`config.mk`:
```
export PLATFORM = sky130hd
export DESIGN_NAME = srpd_ctrl
export DESIGN_NICKNAME = d
export VERILOG_FILES = /design/src/shared/srpd_pkg.sv /design/src/verilog/srpd_buf.sv /design/src/verilog/srpd_ctrl.sv
export VERILOG_INCLUDE_DIRS = /design/src /design/src/shared
export SDC_FILE = /design/constraint.sdc
export NUM_CORES = 1
export LEC_CHECK = 0
export BUFFER_PORTS_ARGS = -buffer_cell sky130_fd_sc_hd__buf_2
export CAP_MARGIN = 30
export CORE_ASPECT_RATIO = 1.75
export CORE_MARGIN = 5
export CORE_UTILIZATION = 55
export CTS_CLUSTER_DIAMETER = 120
export DETAILED_ROUTE_END_ITERATION = 7
export PLACE_DENSITY = 0.85
export SLEW_MARGIN = 5
export SYNTH_ARGS = -nofsm -noshare
export SYNTH_HDL_FRONTEND = slang
export SYNTH_SLANG_ARGS = --single-unit
```
`constraint.sdc`:
```
create_clock -name clock -period 9.1 [get_ports clock]
set_input_delay 0.91 -clock clock [delete_from_list [all_inputs] [get_ports clock]]
set_output_delay 0.91 -clock clock [all_outputs]
set_load 0.005 [all_outputs]
```
`src/shared/srpd_consts.svh`:
```
// Numeric constants of the refresh and power-down command issuer.
// Assumes one system clock that also feeds the memory clock pin.
`ifndef SRPD_CONSTS_SVH
`define SRPD_CONSTS_SVH

// Clock rate in MHz (100 ns period)
`define SRPD_CLK_MHZ          10
// Refresh period in ms and rows to cover in it
`define SRPD_REF_PERIOD_MS    64
`define SRPD_REF_ROWS         4096
// Default timings in ns, plain values to be set per part
`define SRPD_TRC_NS           70
`define SRPD_TRP_NS           20
`define SRPD_TXSR_NS          80
`define SRPD_TPDE_NS          10
// CAS latency, 2 or 3 clocks
`define SRPD_CAS_LAT          2
`define SRPD_CAS_LAT_MIN      2
`define SRPD_CAS_LAT_MAX      3
// Command codes on {ras_n, cas_n, we_n}
`define SRPD_CMD_NOP          3'h7
`define SRPD_CMD_BST          3'h6
`define SRPD_CMD_AREF         3'h1
// Level of idle control pins
`define SRPD_DQM_OFF          2'h0

`endif

```
`src/shared/srpd_pkg.sv`:
```
// Types shared by the refresh and power-down command issuer.
// Assumes srpd_consts.svh supplies all numbers.
package srpd_pkg;

	typedef enum logic [1:0] {
		SRPD_OP_NOP,
		SRPD_OP_BST,
		SRPD_OP_REF
	} srpd_op_t;

	typedef struct packed {
		srpd_op_t   op;
		logic [1:0] dqm;
	} srpd_req_t;

	typedef struct packed {
		logic       clk_en;
		logic       cke;
		logic       cs_n;
		logic [2:0] rcw;
		logic [1:0] dqm;
	} srpd_pins_t;

	typedef enum logic [2:0] {
		SRPD_IDLE,
		SRPD_BURST,
		SRPD_SELF,
		SRPD_CLK_RUN,
		SRPD_PD
	} srpd_state_t;

	typedef struct packed {
		srpd_state_t fsm;
		srpd_pins_t  pins;
		logic [15:0] timer;
		logic [15:0] refi;
		logic [12:0] cnt;
		logic        to_self;
		logic        pend;
	} srpd_st_t;

endpackage

```
`src/verilog/srpd_buf.sv`:
```
// Two-entry request buffer with valid and ready on both sides.
// Assumes a single clock and a synchronous active-high reset.
`timescale 1ns/100ps
module srpd_buf
	import srpd_pkg::*;
#(
	parameter int W     = 4,
	parameter int DEPTH = 2
) (
	input  wire logic         clock,
	input  wire logic         sys_rst,
	input  wire logic [W-1:0] in_data,
	input  wire logic         in_valid,
	output logic              in_ready,
	output logic [W-1:0]      out_data,
	output logic              out_valid,
	input  wire logic         out_ready
);
	localparam int AW = (DEPTH > 1) ? $clog2(DEPTH) : 1;

	typedef struct packed {
		logic [DEPTH-1:0][W-1:0] mem;
		logic [AW-1:0]           wp;
		logic [AW-1:0]           rp;
		logic [AW:0]             cnt;
		logic                    rdy;
	} srpd_buf_st_t;

	srpd_buf_st_t st;
	srpd_buf_st_t next_st;
	logic         push;
	logic         pop;

	assign in_ready  = st.rdy;
	assign out_valid = (st.cnt != '0);
	assign out_data  = st.mem[st.rp];

	always_comb begin
		next_st = st;
		push    = in_valid && st.rdy;
		pop     = out_valid && out_ready;
		if (push) begin
			next_st.mem[st.wp] = in_data;
			next_st.wp = (st.wp == AW'(DEPTH - 1)) ? '0 : st.wp + 1'b1;
		end
		if (pop) begin
			next_st.rp = (st.rp == AW'(DEPTH - 1)) ? '0 : st.rp + 1'b1;
		end
		next_st.cnt = st.cnt + (AW+1)'(push) - (AW+1)'(pop);
		// Ready is registered so the port comes from a flop
		next_st.rdy = (next_st.cnt != (AW+1)'(DEPTH));
	end

	always_ff @(posedge clock) begin
		if (sys_rst) begin
			st     <= '0;
			st.rdy <= 1'b1;
		end else begin
			st <= next_st;
		end
	end
endmodule

```
`src/verilog/srpd_ctrl.sv`:
```
// Host-side issuer of refresh, self-refresh, power-down and burst stop
// commands for a four-bank single-data-rate synchronous DRAM.
// Assumes the memory clock is this clock gated by sd_clk_en outside.
// Functional notes
// - Idle and wait cycles carry a selected no-operation command.
// - Auto refresh is RAS and CAS low, WE high, CKE high.
// - Issue 4096 auto refreshes per refresh period.
// - Auto refresh only with banks idle and CKE high the cycle before.
// - After auto refresh only NOPs until cycle and precharge times pass.
// - Self refresh entry is the refresh code with CKE going low.
// - In self refresh only CKE matters; hold it low throughout.
// - Leave self refresh by restarting the clock, then raising CKE.
// - Only NOP or deselect until self-refresh exit time has passed.
// - Full refresh burst just before and after self refresh.
// - Never stay in power-down beyond the refresh period.
// - Raise CKE only together with a NOP or deselect.
// - Next command no sooner than one cycle after power-down exit.
// - CAS latency is 2 or 3 clocks.
`timescale 1ns/100ps
`include "srpd_consts.svh"
module srpd_ctrl
	import srpd_pkg::*;
#(
	parameter int TRC_NS     = `SRPD_TRC_NS,
	parameter int TRP_NS     = `SRPD_TRP_NS,
	parameter int TXSR_NS    = `SRPD_TXSR_NS,
	parameter int TPDE_NS    = `SRPD_TPDE_NS,
	parameter int CAS_LAT    = `SRPD_CAS_LAT,
	parameter int REF_ROWS   = `SRPD_REF_ROWS,
	parameter int PERIOD_MS  = `SRPD_REF_PERIOD_MS,
	parameter int BURST_REFS = `SRPD_REF_ROWS
) (
	input  wire logic        clock,
	input  wire logic        sys_rst,
	input  wire srpd_req_t   req,
	input  wire logic        req_valid,
	output logic             req_ready,
	input  wire logic        pd_req,
	input  wire logic        sr_req,
	output logic             sd_clk_en,
	output logic             sd_cke,
	output logic             sd_cs_n,
	output logic             sd_ras_n,
	output logic             sd_cas_n,
	output logic             sd_we_n,
	output logic [11:0]      sd_addr,
	output logic [1:0]       sd_ba,
	output logic [1:0]       sd_dqm,
	output logic             self_active,
	output logic             pd_active,
	output logic             refresh_due
);
	localparam int RC_RAW   = (TRC_NS * `SRPD_CLK_MHZ + 999) / 1000;
	localparam int RP_RAW   = (TRP_NS * `SRPD_CLK_MHZ + 999) / 1000;
	localparam int XSR_RAW  = (TXSR_NS * `SRPD_CLK_MHZ + 999) / 1000;
	localparam int PDE_RAW  = (TPDE_NS * `SRPD_CLK_MHZ + 999) / 1000;
	localparam int RC_CYC   = (RC_RAW < 1) ? 1 : RC_RAW;
	localparam int RP_CYC   = (RP_RAW < 1) ? 1 : RP_RAW;
	localparam int GAP_CYC  = (RC_CYC > RP_CYC) ? RC_CYC : RP_CYC;
	localparam int XSR_CYC  = (XSR_RAW < 1) ? 1 : XSR_RAW;
	localparam int PDE_CYC  = (PDE_RAW < 1) ? 1 : PDE_RAW;
	// Longest interval rounds down so refreshes are never late
	localparam int REFI_RAW = PERIOD_MS * 1000 * `SRPD_CLK_MHZ / REF_ROWS;
	localparam int REFI_CYC = (REFI_RAW < 1) ? 1 : REFI_RAW;

	srpd_st_t  st;
	srpd_st_t  next_st;
	srpd_req_t head;
	logic      head_valid;
	logic      head_ready;

	srpd_buf #(
		.W     ($bits(srpd_req_t)),
		.DEPTH (2)
	) u_buf (
		.clock     (clock),
		.sys_rst   (sys_rst),
		.in_data   (req),
		.in_valid  (req_valid),
		.in_ready  (req_ready),
		.out_data  (head),
		.out_valid (head_valid),
		.out_ready (head_ready)
	);

	assign sd_clk_en   = st.pins.clk_en;
	assign sd_cke      = st.pins.cke;
	assign sd_cs_n     = st.pins.cs_n;
	assign sd_ras_n    = st.pins.rcw[2];
	assign sd_cas_n    = st.pins.rcw[1];
	assign sd_we_n     = st.pins.rcw[0];
	assign sd_dqm      = st.pins.dqm;
	// Address and bank are don't care for every command issued here
	assign sd_addr     = '0;
	assign sd_ba       = '0;
	assign self_active = (st.fsm == SRPD_SELF);
	assign pd_active   = (st.fsm == SRPD_PD);
	assign refresh_due = st.pend;

	// Queue drains only when the command slot is free; this stalls users
	assign head_ready = (st.fsm == SRPD_IDLE) && (st.timer == '0)
		&& !sr_req && !st.pend;

	always_comb begin
		next_st          = st;
		next_st.pins.cs_n = 1'b0;
		next_st.pins.rcw  = `SRPD_CMD_NOP;
		next_st.pins.dqm  = `SRPD_DQM_OFF;
		if (st.timer != '0) begin
			next_st.timer = st.timer - 16'h0001;
		end
		// Interval tick; outside self refresh a tick in the cycle of a clear still counts
		if (st.refi == '0) begin
			next_st.refi = 16'(REFI_CYC - 1);
		end else begin
			next_st.refi = st.refi - 16'h0001;
		end
		unique case (st.fsm)
			SRPD_IDLE: begin
				if (st.timer != '0) begin
					next_st.fsm = SRPD_IDLE;
				end else if (sr_req) begin
					next_st.fsm     = SRPD_BURST;
					next_st.cnt     = 13'(BURST_REFS);
					next_st.to_self = 1'b1;
				end else if (st.pend) begin
					next_st.pins.rcw = `SRPD_CMD_AREF;
					next_st.pend     = 1'b0;
					next_st.timer    = 16'(GAP_CYC - 1);
				end else if (head_valid) begin
					next_st.pins.dqm = head.dqm;
					if (head.op == SRPD_OP_BST) begin
						next_st.pins.rcw = `SRPD_CMD_BST;
						next_st.timer    = 16'(CAS_LAT - 1);
					end else if (head.op == SRPD_OP_REF) begin
						next_st.pins.rcw = `SRPD_CMD_AREF;
						next_st.timer    = 16'(GAP_CYC - 1);
					end
				end else if (pd_req) begin
					next_st.fsm      = SRPD_PD;
					// Only dropped with nothing in flight, never mid burst
					next_st.pins.cke = 1'b0;
				end
			end
			SRPD_BURST: begin
				if (st.timer == '0) begin
					if (st.cnt == '0) begin
						if (st.to_self) begin
							next_st.fsm      = SRPD_SELF;
							next_st.pins.rcw = `SRPD_CMD_AREF;
							next_st.pins.cke = 1'b0;
						end else begin
							next_st.fsm = SRPD_IDLE;
						end
					end else begin
						next_st.pins.rcw = `SRPD_CMD_AREF;
						next_st.cnt      = st.cnt - 13'h0001;
						next_st.pend     = 1'b0;
						next_st.timer    = 16'(GAP_CYC - 1);
					end
				end
			end
			SRPD_SELF: begin
				// Device refreshes itself, so no refresh is owed here
				next_st.pend        = 1'b0;
				next_st.pins.cke    = 1'b0;
				next_st.pins.clk_en = 1'b0;
				if (!sr_req) begin
					next_st.fsm         = SRPD_CLK_RUN;
					next_st.pins.clk_en = 1'b1;
				end
			end
			SRPD_CLK_RUN: begin
				next_st.fsm      = SRPD_BURST;
				next_st.pins.cke = 1'b1;
				next_st.timer    = 16'(XSR_CYC);
				next_st.cnt      = 13'(BURST_REFS);
				next_st.to_self  = 1'b0;
			end
			SRPD_PD: begin
				next_st.pins.cke = 1'b0;
				// Pending refresh forces an exit, bounding the stay
				if (!pd_req || st.pend) begin
					next_st.fsm      = SRPD_IDLE;
					next_st.pins.cke = 1'b1;
					next_st.timer    = 16'(PDE_CYC);
				end
			end
		endcase
		if (st.fsm == SRPD_SELF) begin
			next_st.pend = 1'b0;
		end else if (st.refi == '0) begin
			next_st.pend = 1'b1;
		end
	end

	always_ff @(posedge clock) begin
		if (sys_rst) begin
			st             <= '0;
			st.fsm         <= SRPD_IDLE;
			st.pins.clk_en <= 1'b1;
			st.pins.cke    <= 1'b1;
			st.pins.rcw    <= `SRPD_CMD_NOP;
			st.refi        <= 16'(REFI_CYC - 1);
		end else begin
			st <= next_st;
		end
	end

	// Helper counters read only by the checks below
	logic        cmd_on;
	logic [15:0] gap;
	logic [2:0]  last_cmd;
	logic [15:0] low_run;
	logic [15:0] since_sx;
	assign cmd_on = sd_cke && !sd_cs_n && ({sd_ras_n, sd_cas_n, sd_we_n}
		!= `SRPD_CMD_NOP);

	always_ff @(posedge clock) begin
		if (sys_rst) begin
			gap      <= 16'hFFFF;
			last_cmd <= `SRPD_CMD_NOP;
			low_run  <= '0;
			since_sx <= 16'hFFFF;
		end else begin
			if (cmd_on) begin
				gap      <= 16'h0001;
				last_cmd <= {sd_ras_n, sd_cas_n, sd_we_n};
			end else if (gap != 16'hFFFF) begin
				gap <= gap + 16'h0001;
			end
			low_run  <= (!sd_cke && !self_active) ? low_run + 16'h0001 : '0;
			if (st.fsm == SRPD_CLK_RUN) begin
				since_sx <= '0;
			end else if (since_sx != 16'hFFFF) begin
				since_sx <= since_sx + 16'h0001;
			end
		end
	end
endmodule

```
==> flow_summary.toml <==
[worst_setup_path]
critPathCaptureType = "flip-flop"
crit_fanout = 9
crit_chain = "inv_1 > ha_1 > nor3b_1 > and3_1 > and2_2 > and4bb_2 > ha_1 > inv_1 > ha_1 > xor2_1 > xnor2_1 > or3_1"
r2r_start = "st[31]"
crit_buf_inv = 2
crit_top_cell = "ha_1"
crit_type = "flip-flop to flip-flop"
arrival_ns = 3.28
cp-start-kind = "flip-flop"
required_ns = 9.30
reg2reg_to = "u_buf.in_ready"
cp_slowest_cell = "dfxtp_1"
critical_path_depth = 12
max_stage_delay_ns = 0.37
critPathTopFamily = "simple AND/OR/NAND/NOR gates"
reg2reg_slack_ns = 6.02
ff2ff_path_depth = 12

[grt]
grt_max_degree = 29
met1_usage_pct = 19.6
gr-total-overflow = 0
busiest_layer = "met2"
antenna_found_initial = 0
grtUsageTotal_pct = 19.6
global_route.usage.met3_pct = 5.21
first_global_vias = 2848
grt_util_met2_pct = 35.5
grt_pass1_wl_mm = 12.9

[synthesis]
synthCells = 421
yosys.area.top_type = "dfxtp_1"
synth_edf_count = 0
yosys-top-cells-count = "dfxtp_1, nor2_1, xnor2_1"
synth.avg_cell_area_sq_um = 8.54
ys_top_cells_by_area = "dfxtp_1, xnor2_1, nor2_1, buf_4, nand2_1"
async_flop_share_pct = 0
ys_ff_latch = 69
yosysMostFrequentCell = "dfxtp_1"
ys_seq_area_share_pct = 38.4
synthesis.area_sq_um = 3590
synth_top_area_share_pct = 38.4
ys_warn_count = 0
synth_flop_cell = "dfxtp_1"
synth_cell_type_count = 54

[sta]
fin_crit_ns = 3.08
worst_slew_pin_slew_ns = 0.929
tns_ns = 0
finalSetupViolations = 0
fmax_ghz = 0.325
min_period_over_period_pct = 33.8
timing.hold.ws_ns = 0.394
drv_slew = 0
timing.slew.headroom_pct = 38.0
skew_ns = 0.00604
hold_viol = 0
rsz0062_at_grt = "no"

[cts]
clk_latency_ns = 0.33
htreeDepth = 3
clkTransAtPathRegs_ns = 0.05
cts_tree = "built"
root_buffer = "clkbuf_16"
clockBufferDepth = 2
cts_sinks = 69
cts_hold_buf = 0
numCtsBuffers = 9
post_cts.repair.setup_buffers = 0
cts-resized-gates = 0

[min_path]
whs_path_depth = 1
hp-start = "st[15]"
whs_endpoint = "st[15]"
hold_class = "flip-flop to flip-flop"

[die]
initial_utilization_pct = 55.8
core.rowCount = 39
ioPinCount = 35
die-area_sq_um = 8320
core_area_sq_um = 6440
die_h_um = 117
die_x_um = 71.1

[detailed_routing]
drtIter0Drc = 393
vias_per_cell = 5.71
wirelength_mm = 7.48
vias = 2942
drc = 0
dr.pass1.iters = 4
ant_nets = 0
avgRoutedWirePerCell_um = 14.5

[layout]
synthToLayoutAreaGrowth_pct = 8.53
nFillCells = 565
antenna_cells = 0
fin_nets = 444
fin_util_pct = 60.6
drive_above_1_share_pct = 12.7

[power]
ir_drop_v = 0.000158
cellPowerDensity_nw_per_um2 = 344
leakagePower_nw = 1.54

[placed_design]
dp_hpwl_mm = 5.53
port_buffers = 19
gp_congestion = 1.03

[flow_run]
maxCapViolations = 0

[run_status]
outcome = "completed"
[logic make-up (layout without fill, tap and decap cells)]
logic type | Yosys count | in the layout | share of synthesized area, %
other | 1 | 15 | 0.104
flip-flops | 69 | 69 | 38.4
XOR/XNOR | 39 | 39 | 9.50
buffers and inverters | 49 | 47 | 7.34
multiplexers | 11 | 11 | 3.06
AO/OA/AOI/OAI | 61 | 61 | 12.4
adder cells (fa/ha/maj) | 5 | 5 | 1.74
AND/OR/NAND/NOR | 186 | 186 | 27.4
[state kept, by name, summed over array words and instances (netlist names)]
name,count
u_buf.in_ready,1
st,49
refresh_due,1
sd_dqm,2
sd_cas_n,1
sd_clk_en,1
u_buf.st,12
sd_cke,1
sd_we_n,1
[worst max-delay path by stage]
stage / slack [ns] / to / start
6_report: 6.02 / u_buf.in_ready / st[31]
5_1_grt: 5.64 / st[46] / st[31]
4_1_cts: 6.02 / u_buf.in_ready / st[31]
3_5_place_dp: 6.03 / u_buf.in_ready / st[31]
3_3_place_gp: 6.20 / u_buf.in_ready / st[31]
2_1_floorplan: 6.16 / u_buf.in_ready / st[31]
[where the power goes]
part	total (W)	switching (W)	internal (W)
combinational	0.000585	0.000352	0.000233
clock	0.000310	0.000115	0.000195
sequential	0.000445	0.0000790	0.000366
total	0.00134	0.000546	0.000794
[metrics by stage]
| stage | worst slack [ns] | std cells | area, sq um | power (W) |
|---|---|---|---|---|
| floorplan | 6.16 | 435 | 3650 | 0.000920 |
| finish | 6.02 | 515 | 3900 | 0.00134 |
| detailed placement | 6.03 | 500 | 3630 | 0.00101 |
| global route | 5.64 | 515 | 3900 | 0.00143 |
| CTS | 6.02 | 514 | 3900 | 0.00132 |
| global placement | 6.20 | 500 | 3630 | 0.000996 |
[layer usage]
metal | share of wire (%) | wire length, um
met5 | 0 | 0
met4 | 4.9 | 369
met3 | 4.2 | 314
met2 | 53 | 3970
met1 | 38 | 2820
[area by class of cell]
class                      instances  area, sq um  share of cell area [%]
multi-input combinational        317         2000                    51.3
sequential                        69         1380                    35.4
clock buffer                      12          256                    6.57
tap                               82          103                    2.63
timing repair buffer              20          100                    2.57
inverter                          13         48.8                    1.25
clock inverter                     2         10.0                   0.257
[cells in the final DEF, fill, tap and decap left out, types with 7 or more instances in the layout]
cell / netlist / layout
conb_1: 1 / 15
mux2i_1: 11 / 11
nand2_1: 30 / 30
nor4_1: 13 / 13
nor2_1: 64 / 64
xor2_1: 7 / 7
nor3_1: 14 / 14
o21ai_0: 8 / 8
or3_1: 7 / 7
nand3_1: 11 / 11
clkbuf_16: 0 / 9
buf_2: 4 / 19
inv_1: 13 / 13
xnor2_1: 32 / 32
dfxtp_1: 69 / 69
a21oi_1: 22 / 22
nor2_4: 9 / 9
Power figures use the tool's default switching activity.
